[config.mk]
export PLATFORM = sky130hd
export DESIGN_NAME = sdil_top
export DESIGN_NICKNAME = d
export VERILOG_FILES = /design/src/shared/sdil_pkg.sv /design/src/hw/sdil_half.sv /design/src/hw/sdil_top.sv
export VERILOG_INCLUDE_DIRS = /design/src /design/src/shared
export SDC_FILE = /design/constraint.sdc
export NUM_CORES = 1
export LEC_CHECK = 0
export BUFFER_PORTS_ARGS = -buffer_cell sky130_fd_sc_hd__clkbuf_2
export CAP_MARGIN = 20
export CORE_MARGIN = 3
export CORE_UTILIZATION = 34
export DETAILED_ROUTE_END_ITERATION = 8
export PLACE_DENSITY = 0.51
export SKIP_LAST_GASP = 1
export SYNTH_ARGS = -nofsm -noshare
export SYNTH_HDL_FRONTEND = slang
export SYNTH_HIERARCHICAL = 1
export SYNTH_SLANG_ARGS = --single-unit
[constraint.sdc]
create_clock -name clk_sys_i -period 2.8 [get_ports clk_sys_i]
set_clock_uncertainty 0.2 [all_clocks]
set_input_delay 0 -clock clk_sys_i [delete_from_list [all_inputs] [get_ports clk_sys_i]]
set_output_delay 0 -clock clk_sys_i [all_outputs]
set_load 0.005 [all_outputs]
[src/shared/sdil_map.svh]
`ifndef SDIL_MAP_SVH
`define SDIL_MAP_SVH

// Input channels per gated half
`define SDIL_HALF_WIDTH 16
// Number of gated halves
`define SDIL_HALF_COUNT 2
// Channels per host read byte
`define SDIL_BYTE_WIDTH 8
// Host port offsets of the four input bytes
`define SDIL_OFS_BYTE0 2'h0
`define SDIL_OFS_BYTE1 2'h1
`define SDIL_OFS_BYTE2 2'h2
`define SDIL_OFS_BYTE3 2'h3
// Reset values
`define SDIL_RST_GATE 1'h1
`define SDIL_RST_HOLD 16'h0000
`define SDIL_RST_BYTE 8'h00

`endif

[src/shared/sdil_pkg.sv]
package sdil_pkg;

    typedef enum logic [0:0] {
        SDIL_TRANSPARENT = 1'b0,
        SDIL_HELD = 1'b1
    } sdil_mode_t;

endpackage

[src/hw/sdil_half.sv]
`timescale 1ns/10ps
`include "sdil_map.svh"

// ****************************************
// One gated half of the input port
// ****************************************
module sdil_half
    import sdil_pkg::*;
#(
    parameter int WIDTH = `SDIL_HALF_WIDTH
) (
    // Clock and reset
    input wire logic clk_sys_i,
    input wire logic reset_i,
    // Pins, already synchronised
    input wire logic [WIDTH-1:0] pins_sync_i,
    input wire logic gate_sync_i,
    // Effective view
    output logic [WIDTH-1:0] view_o,
    output logic held_o
);

    if (WIDTH < 1) begin : g_bad_width
        $error("sdil_half: WIDTH must be at least 1");
    end

    logic gate_prev_q;
    logic gate_prev_d;
    logic [WIDTH-1:0] hold_q;
    logic [WIDTH-1:0] hold_d;
    sdil_mode_t mode_q;
    sdil_mode_t mode_d;
    logic fall;

    // Edge taken from synchronised copy only, never the raw pin
    assign fall = gate_prev_q && !gate_sync_i;

    always_comb begin
        gate_prev_d = gate_sync_i;
        hold_d = hold_q;
        mode_d = mode_q;
        case (mode_q)
            SDIL_TRANSPARENT: begin
                if (fall) begin
                    hold_d = pins_sync_i;
                    mode_d = SDIL_HELD;
                end
            end
            SDIL_HELD: begin
                if (gate_sync_i) begin
                    mode_d = SDIL_TRANSPARENT;
                end
            end
            default: begin
                mode_d = SDIL_TRANSPARENT;
            end
        endcase
    end

    always_ff @(posedge clk_sys_i or posedge reset_i) begin
        if (reset_i) begin
            gate_prev_q <= `SDIL_RST_GATE;
            hold_q <= WIDTH'(`SDIL_RST_HOLD);
            mode_q <= SDIL_TRANSPARENT;
        end else begin
            gate_prev_q <= gate_prev_d;
            hold_q <= hold_d;
            mode_q <= mode_d;
        end
    end

    // Held value while mode_q is SDIL_HELD, live value otherwise
    assign view_o = (mode_q == SDIL_HELD) ? hold_q : pins_sync_i;
    assign held_o = (mode_q == SDIL_HELD);

    a_capture_on_fall: assert property (@(posedge clk_sys_i) disable iff (reset_i)
        fall && mode_q == SDIL_TRANSPARENT |=> held_o && hold_q == $past(pins_sync_i))
        else $error("half did not capture pins on gate fall");

    a_hold_while_low: assert property (@(posedge clk_sys_i) disable iff (reset_i)
        held_o && !gate_sync_i |=> held_o && $stable(hold_q))
        else $error("held value changed while gate low");

    a_live_when_high: assert property (@(posedge clk_sys_i) disable iff (reset_i)
        gate_prev_q && gate_sync_i |-> view_o == pins_sync_i)
        else $error("view not transparent while gate high");

    a_release_on_rise: assert property (@(posedge clk_sys_i) disable iff (reset_i)
        held_o && gate_sync_i |=> !held_o)
        else $error("half stayed held after gate rose");

endmodule

[src/hw/sdil_top.sv]
`timescale 1ns/10ps
`include "sdil_map.svh"

// Behaviour
// Gate high or open: reads show live pins
// Gate falling edge captures sixteen pins of half
// Gate held low: reads show captured value
// First gate serves channels 0 to 15
// Second gate serves channels 16 to 31
// Offset selects eight channels, eight times offset
// Host reads one of four byte offsets
// Gates synchronised, open gate counts as high
module sdil_top
    import sdil_pkg::*;
#(
    parameter int HALF_WIDTH = `SDIL_HALF_WIDTH
) (
    // Clock and reset
    input wire logic clk_sys_i,
    input wire logic reset_i,
    // Input pins of both connectors
    input wire logic [HALF_WIDTH-1:0] lower_input_connector_i,
    input wire logic [HALF_WIDTH-1:0] upper_input_connector_i,
    // Gate lines, pulled high when open
    input wire logic gate0_i,
    input wire logic gate1_i,
    // Host read port
    input wire logic rd_en_i,
    input wire logic [1:0] rd_addr_i,
    output logic [`SDIL_BYTE_WIDTH-1:0] rd_data_o,
    output logic rd_valid_o,
    // Status
    output logic [`SDIL_HALF_COUNT-1:0] held_o
);

    localparam int TOTAL = HALF_WIDTH * `SDIL_HALF_COUNT;
    localparam int BW = `SDIL_BYTE_WIDTH;

    // ****************************************
    // Elaboration checks
    // ****************************************
    // The byte map has four fixed offsets; a wider half would leave
    // channels that no read can reach, a narrower one offsets with no channels
    if (HALF_WIDTH != `SDIL_HALF_WIDTH) begin : g_bad_half_width
        $error("sdil_top: four byte offsets need 16 channels per half");
    end
    if (HALF_WIDTH % BW != 0) begin : g_bad_byte_split
        $error("sdil_top: a half must split into whole bytes");
    end

    // ****************************************
    // Synchronisers
    // ****************************************
    logic [TOTAL+1:0] raw;
    logic [TOTAL+1:0] s1_q;
    logic [TOTAL+1:0] s1_d;
    logic [TOTAL+1:0] s2_q;
    logic [TOTAL+1:0] s2_d;

    // Pads with no driver must read high on the board pull-up; logic cannot see open
    // Pins reach the halves two edges after they change; a gate fall shows on
    // held_o at the third edge. A strobe low for less than one clock may be lost.
    assign raw = {gate1_i, gate0_i, upper_input_connector_i, lower_input_connector_i};

    always_comb begin
        s1_d = raw;
        s2_d = s1_q;
    end

    always_ff @(posedge clk_sys_i or posedge reset_i) begin
        if (reset_i) begin
            // Gates start high so no false fall follows reset
            s1_q <= {{`SDIL_HALF_COUNT{`SDIL_RST_GATE}}, {TOTAL{1'b0}}};
            s2_q <= {{`SDIL_HALF_COUNT{`SDIL_RST_GATE}}, {TOTAL{1'b0}}};
        end else begin
            s1_q <= s1_d;
            s2_q <= s2_d;
        end
    end

    // ****************************************
    // Two independent halves
    // ****************************************
    logic [TOTAL-1:0] view;

    genvar h;
    generate
        for (h = 0; h < `SDIL_HALF_COUNT; h++) begin : g_half
            sdil_half #(
                .WIDTH(HALF_WIDTH)
            ) u_half (
                .clk_sys_i(clk_sys_i),
                .reset_i(reset_i),
                .pins_sync_i(s2_q[h*HALF_WIDTH +: HALF_WIDTH]),
                .gate_sync_i(s2_q[TOTAL+h]),
                .view_o(view[h*HALF_WIDTH +: HALF_WIDTH]),
                .held_o(held_o[h])
            );
        end
    endgenerate

    // ****************************************
    // Host read port
    // ****************************************
    // Offsets decode here for the port only; the checks below slice view by offset on their own
    function automatic logic [BW-1:0] pick_byte(input logic [TOTAL-1:0] v,
                                                input logic [1:0] a);
        logic [BW-1:0] r;
        r = `SDIL_RST_BYTE;
        if (a == `SDIL_OFS_BYTE0) begin
            r = v[0 +: BW];
        end else if (a == `SDIL_OFS_BYTE1) begin
            r = v[BW +: BW];
        end else if (a == `SDIL_OFS_BYTE2) begin
            r = v[2*BW +: BW];
        end else if (a == `SDIL_OFS_BYTE3) begin
            r = v[3*BW +: BW];
        end
        return r;
    endfunction

    logic [BW-1:0] data_q;
    logic [BW-1:0] data_d;
    logic valid_q;
    logic valid_d;

    // View is taken in the cycle of the request; the byte answers one edge later
    always_comb begin
        data_d = data_q;
        valid_d = rd_en_i;
        if (rd_en_i) begin
            data_d = pick_byte(view, rd_addr_i);
        end
    end

    always_ff @(posedge clk_sys_i or posedge reset_i) begin
        if (reset_i) begin
            data_q <= `SDIL_RST_BYTE;
            valid_q <= 1'b0;
        end else begin
            data_q <= data_d;
            valid_q <= valid_d;
        end
    end

    assign rd_data_o = data_q;
    assign rd_valid_o = valid_q;

    // ****************************************
    // Checks on the read port
    // ****************************************
    a_read_byte_map: assert property (@(posedge clk_sys_i) disable iff (reset_i)
        rd_en_i |=> rd_valid_o && rd_data_o == $past(view[rd_addr_i*BW +: BW]))
        else $error("read byte does not match selected channels");

    a_valid_one_cycle: assert property (@(posedge clk_sys_i) disable iff (reset_i)
        !rd_en_i |=> !rd_valid_o)
        else $error("read valid without a read");

    a_valid_needs_read: assert property (@(posedge clk_sys_i) disable iff (reset_i)
        rd_valid_o |-> $past(rd_en_i))
        else $error("read valid not preceded by a read");

    // Read data stands until the next read, so the host may sample it late
    a_data_holds_idle: assert property (@(posedge clk_sys_i) disable iff (reset_i)
        !rd_en_i |=> $stable(rd_data_o))
        else $error("read data changed without a read");

    // One check per offset, so two swapped bytes cannot hide
    for (genvar o = 0; o < TOTAL / BW; o++) begin : g_byte_check
        a_offset_byte: assert property (@(posedge clk_sys_i) disable iff (reset_i)
            rd_en_i && rd_addr_i == 2'(o) |=> rd_data_o == $past(view[o*BW +: BW]))
            else $error("offset returned the wrong eight channels");
    end

    // ****************************************
    // Checks per half, from the pins inward
    // ****************************************
    a_halves_apart: assert property (@(posedge clk_sys_i) disable iff (reset_i)
        !s2_q[TOTAL] && s2_q[TOTAL+1] ##1 s2_q[TOTAL+1] |-> !held_o[1])
        else $error("upper half held by lower gate");

    a_sync_depth: assert property (@(posedge clk_sys_i) disable iff (reset_i)
        ##2 s2_q == $past(raw, 2))
        else $error("synchroniser is not two stages");

    for (genvar c = 0; c < `SDIL_HALF_COUNT; c++) begin : g_half_check
        localparam int LO = c * HALF_WIDTH;
        localparam int GATE = TOTAL + c;

        // Two synchroniser stages and the mode register: held on the third edge
        a_fall_to_held: assert property (@(posedge clk_sys_i) disable iff (reset_i)
            $fell(raw[GATE]) |-> ##3 held_o[c])
            else $error("half not held three edges after gate fall");

        a_rise_to_live: assert property (@(posedge clk_sys_i) disable iff (reset_i)
            $rose(raw[GATE]) |-> ##3 !held_o[c])
            else $error("half still held three edges after gate rise");

        a_capture_pins: assert property (@(posedge clk_sys_i) disable iff (reset_i)
            $fell(s2_q[GATE]) |=> view[LO +: HALF_WIDTH] == $past(s2_q[LO +: HALF_WIDTH]))
            else $error("captured value is not the pins at the gate fall");

        a_low_keeps_held: assert property (@(posedge clk_sys_i) disable iff (reset_i)
            !s2_q[GATE] ##1 !s2_q[GATE] |-> held_o[c])
            else $error("half not held while gate low");

        a_held_view_frozen: assert property (@(posedge clk_sys_i) disable iff (reset_i)
            held_o[c] && $past(held_o[c]) |-> $stable(view[LO +: HALF_WIDTH]))
            else $error("held view moved while gate low");

        a_high_shows_live: assert property (@(posedge clk_sys_i) disable iff (reset_i)
            s2_q[GATE] ##1 s2_q[GATE] |-> view[LO +: HALF_WIDTH] == s2_q[LO +: HALF_WIDTH])
            else $error("view not live while gate high");

        // Ties each connector to its own channels; the reset preset is skipped
        a_pins_reach_view: assert property (@(posedge clk_sys_i) disable iff (reset_i)
            !held_o[c] && !$past(reset_i, 2)
                |-> view[LO +: HALF_WIDTH] == $past(raw[LO +: HALF_WIDTH], 2))
            else $error("connector pins not on their own channels");
    end

endmodule

==> Word-level counts from Yosys, hierarchy flattened <==
Cells that the tools add are included.
Widths: inputs -> output; s select.
{ "word_totals": {"reg_bits": 113, "out_inout_bits": 11, "elab_cells": 34} }
{ "op_classes": {"n_eq_ne": 3, "muxes": 12, "bitwise": 2, "n_reduce_logical": 7} }
{ "ops": {"columns": ["operator", "count"], "rows": [
  ["$mux 16", 2],
  ["$mux 8", 4],
  ["$eq 2x2->1 const B", 2],
  ["$mux 1", 4],
  ["$pmux 1 s2", 2],
  ["$reduce_and 2->1", 2],
  ["$eq 2x1->1 const B", 1],
  ["$logic_and 1x1->1", 2],
  ["$logic_not 1->1", 2],
  ["$logic_not 2->1", 1],
  ["$not 1->1", 2]
]} }

==> Longest topological paths before layout <==
{ "logic_depth": {"word_depth": 5, "depth_mapped": 5, "ltp_nobuf": 3} }

==> Cells and area by module <==
Netlist, hierarchy kept.
{ "by_module_without_submodules": {"columns": ["module", "n_inst", "cells_per_inst", "area_each_um2", "seq_area_each_um2"], "rows": [
  ["sdil_top", 1, 115, 2260.9, 1931.9],
  ["sdil_half", 2, 57, 869.6, 451.7]
]} }

==> Least setup slack after synthesis <==
Ideal clock, no wire load.
{ "synth_path": {"path_kind": "reg2reg", "startpoint": "register g_half[0].u_half.mode_q", "endpoint": "register g_half[0].u_half.hold_q[0]", "setup_time_ns": 0.125, "t_arrival_ns": 1.360, "t_required_ns": 2.475, "slack_ns": 1.115, "path_stages_with_launch": 5, "cell_sequence": "dfrtp_1 -> buf_6 -> nor3b_4 -> buf_6 -> mux2_2"} }
{ "synth_via": {"elab_chain_cells": 2} }
{ "synth_lines": {"columns": ["item", "line_no", "text"], "rows": [
  ["start, declared", "sdil_half.sv:31", "sdil_mode_t mode_q;"],
  ["start signal, assigned", "sdil_half.sv:68", "mode_q <= mode_d;"],
  ["$not 1->1", null, null],
  ["$reduce_and 2->1 (no source line)", null, null],
  ["end signal, assigned", "sdil_half.sv:63", "hold_q <= WIDTH'(`SDIL_RST_HOLD);"],
  ["end signal, assigned", "sdil_half.sv:67", "hold_q <= hold_d;"],
  ["end, declared", "sdil_half.sv:29", "logic [WIDTH-1:0] hold_q;"]
]} }
Every way passes these cells.
A chain may end at the register's enable or synchronous reset.

==> Worst setup path in the final report <==
{ "layout_path": {"startpoint": "register g_half[0].u_half.mode_q", "endpoint": "register data_q[3] (netlist: rd_data_o[3])"} }
{ "layout_via": {"elab_chain_cells": 3} }
{ "layout_lines": {"columns": ["item", "line_no", "text"], "rows": [
  ["$mux 16", "sdil_half.sv:73", "assign view_o = (mode_q == SDIL_HELD) ? hold_q : pins_sync_i;"],
  ["net view[11]", "sdil_top.sv:84", "logic [TOTAL-1:0] view;"],
  ["$mux 8", "sdil_top.sv:112", "end else if (a == `SDIL_OFS_BYTE1) begin"],
  ["$mux 8", "sdil_top.sv:110", "if (a == `SDIL_OFS_BYTE0) begin"],
  ["end signal, assigned", "sdil_top.sv:138", "data_q <= `SDIL_RST_BYTE;"],
  ["end signal, assigned", "sdil_top.sv:141", "data_q <= data_d;"],
  ["end, declared", "sdil_top.sv:122", "logic [BW-1:0] data_q;"]
]} }
The timed path passes the listed nets, and every way through them passes these cells.

==> flow_summary.toml <==
[floorplan]
dieArea_sq_mm = 0.01310
core_sq_mm = 0.01117
die_y_microns = 114.5
ios = 50
start_util = 0.3580
die_w_microns = 114.5
rows = 38

[critical_path]
slowest_stage = "dfrtp_1"
slowest_delay_ps = 860
critPathLaunchType = "register"
crit_chain = "mux2_2 > mux2i_1 > o221ai_1"
critical_path_required_ps = 2860
end_kind = "register"
worstPathArrival_ps = 1990
cp_max_fo = 19
crit_buf_inv = 0
crit_family = "flip-flops"
crit_type = "reg2reg"

[sta]
period_needed_ps = 1928
rsz0062_at_grt = "no"
setup_viol = 0
finalCritPeriodShare = 0.6887
tns_ps = 0
holdWs_ps = -5.874
relSlewSlack = 0.4670
finalHoldViolCount = 3
max_freq_mhz = 518.6
worst_pin_slew_ps = 799.5
drv_slew = 0

[job]
drv_cap = 0

[power]
clockPowerShare = 0.517
switchingPower_w = 0.0009275
power_leakage_nw = 2.435
seq_power_share = 0.404
pwr-share-comb = 0.079
p_per_area_mw_per_mm2 = 862.0
ir_worst_vdd_uv = 514.6
p_int_w = 0.003748
swShare = 0.1984

[clocking]
cts_sinks = 113
htree_levels = 4
cts-resized-gates = 0
clkLatencyLatePin_ps = 400
cts_buffers = 17
cts_buffer_depth = 2
cts-root-buf = "clkbuf_16"
clk_pin_slew_worst_paths_ps = 50
cts_tree = "yes"

[synth]
syn_area_per_cell_sq_um = 17.47
ys_types = 14
synth_top_area_share = 0.6694
synth_area_sq_mm = 0.004000
syn_inst = 229
synth_seq_area_share = 0.7088
synth_area_leaders = "dfrtp_1 67%, mux2_2 18%, mux2i_1 4.0%, dfstp_2 3.9%, o221ai_1 1.8%"
ys_ff_latch = 113
syn-num-nets = 268
synth-warning-count = 6
yosysTopAreaCell = "dfrtp_1"

[final_layout]
layout.cells.non_filler = 481
fin_util = 0.4854
fin_nets = 368
area_growth_pct = 35.60
drive_above_1_share = 0.4604
antennaDiodeCount = 0

[route]
wire_per_inst_microns = 14.31
drc_errors = 0
dr.pass1.iters = 4
num_vias = 2117
vias_per_cell = 4.401
drtIter0Drc = 59
wl_microns = 6885
ant_nets = 0

[global_routing]
grt_use_total = 0.1204
grt_first_pass_wirelength_microns = 11710
antenna_found_initial = 0
grt_start_max_net_pins = 56
grt-ovfl-total = 0
grt_pass1_vias = 2367

[run_status]
outcome = "finished with violations"
violations = "hold timing"

[place]
post-place-cells = 413
port_buffers = 49
dp_hpwl_microns = 4332
gp_congestion = 0.7107

[worst_hold_path]
hold_class = "in2async"
-- final cells by class --
| class | count | area, sq um |
|---|---|---|
| fill | 958 | 5749 |
| sequential | 113 | 2835 |
| multi-input combinational | 104 | 1064 |
| timing repair buffer | 90 | 658.1 |
| clock buffer | 23 | 508.0 |
| tap | 140 | 175.2 |
| clock inverter | 8 | 172.7 |
| inverter | 3 | 11.26 |
-- registers in the layout (all words and copies together), names as in the netlist --
name	cells
s2_q	34
rd_valid_o	1
g_half.u_half/hold_q	32
g_half.u_half/held_o	2
g_half.u_half/gate_prev_q	2
s1_q	34
rd_data_o	8
-- worst paths after layout --
check | from | to | slack [ps] | cells past startpoint
setup / recovery | g_half[0].u_half/held_o | rd_data_o[3] | 870 | 3
hold / removal | reset_i | rd_valid_o | -6 | 3
setup reg to reg | g_half[0].u_half/held_o | rd_data_o[3] | 870 | 3
hold reg to reg | s1_q[0] | s2_q[0] | 140 | 0
max in group asynchronous | reset_i | s1_q[33] | 1700 | 4
min in group clk_sys_i | gate1_i | s1_q[33] | 30 | 2
-- Yosys cell counts --
master	instances
o221ai_1	8
nand2_1	1
mux2i_1	16
mux2_2	64
nor3b_4	2
buf_6	5
buf_2	2
nand2b_1	9
nor2_1	4
dfrtp_1	107
buf_12	1
dfstp_2	6
inv_1	3
buf_1	1
-- power by group through the flow --
stage          logic (W)  clock network [W]  registers, W
2_1_floorplan   0.000256                  0       0.00188
3_3_place_gp    0.000329                  0       0.00192
3_5_place_dp    0.000336                  0       0.00192
4_1_cts         0.000378            0.00248       0.00189
5_1_grt         0.000413            0.00256       0.00191
6_report        0.000367            0.00242       0.00189
-- worst reg2reg max path, delay by kind of cell, from the launching register on --
kind | cells | cell delay (ps)
compound gates | 1 | 130
flops | 1 | 860
mux | 2 | 600
-- placed cells by master (no fill, tap or decap) --
cell / netlist / layout
buf_12: 1 / 1
buf_4: 0 / 3
bufinv_16: 0 / 5
clkbuf_16: 0 / 17
clkbuf_2: 0 / 49
clkbuf_8: 0 / 6
clkinvlp_4: 0 / 3
dfrtp_1: 107 / 107
dfstp_2: 6 / 6
dlygate4sd3_1: 0 / 37
inv_1: 3 / 2
inv_2: 0 / 1
mux2_2: 64 / 64
mux2i_1: 16 / 16
nand2_1: 1 / 1
nand2b_1: 9 / 9
nor2_1: 4 / 4
nor3b_4: 2 / 2
o221ai_1: 8 / 8
-- metrics by stage --
| stage | area (sq um) | total power [W] | setup WS, ps |
|---|---|---|---|
| floorplan | 4000 | 0.002137 | 639.9 |
| global placement | 4373 | 0.002246 | 833.9 |
| detailed placement | 4373 | 0.002254 | 807.7 |
| CTS | 5424 | 0.004750 | 807.0 |
| global route | 5424 | 0.004884 | 705.6 |
| finish | 5424 | 0.004676 | 871.6 |
-- repair_timing --
item | 4_1_cts | 5_1_grt
endpoints found under the hold margin | 154 | 0
setup buffers | 0 | 0
endpoints found under the setup margin | 0 | 0
hold buffers | 37 | 0
-- cell families (layout without fill, tap and decap cells) --
family / after synthesis / after routing / share of synthesized area
flops: 113 / 113 / 0.7088
mux: 80 / 80 / 0.2202
simple gates: 16 / 16 / 0.02815
buf+inv: 12 / 124 / 0.02533
compound gates: 8 / 8 / 0.01752
-- per-layer routing --
metal | vias up | track usage | routed length [microns]
li1 | 1001 | - | -
met1 | 1060 | 0.1468 | 3048
met2 | 48 | 0.1859 | 3432
met3 | 8 | 0.04175 | 316
met4 | 0 | 0.06809 | 88
met5 | - | 0 | 0
Note: power is estimated with default switching activity, not from simulation.
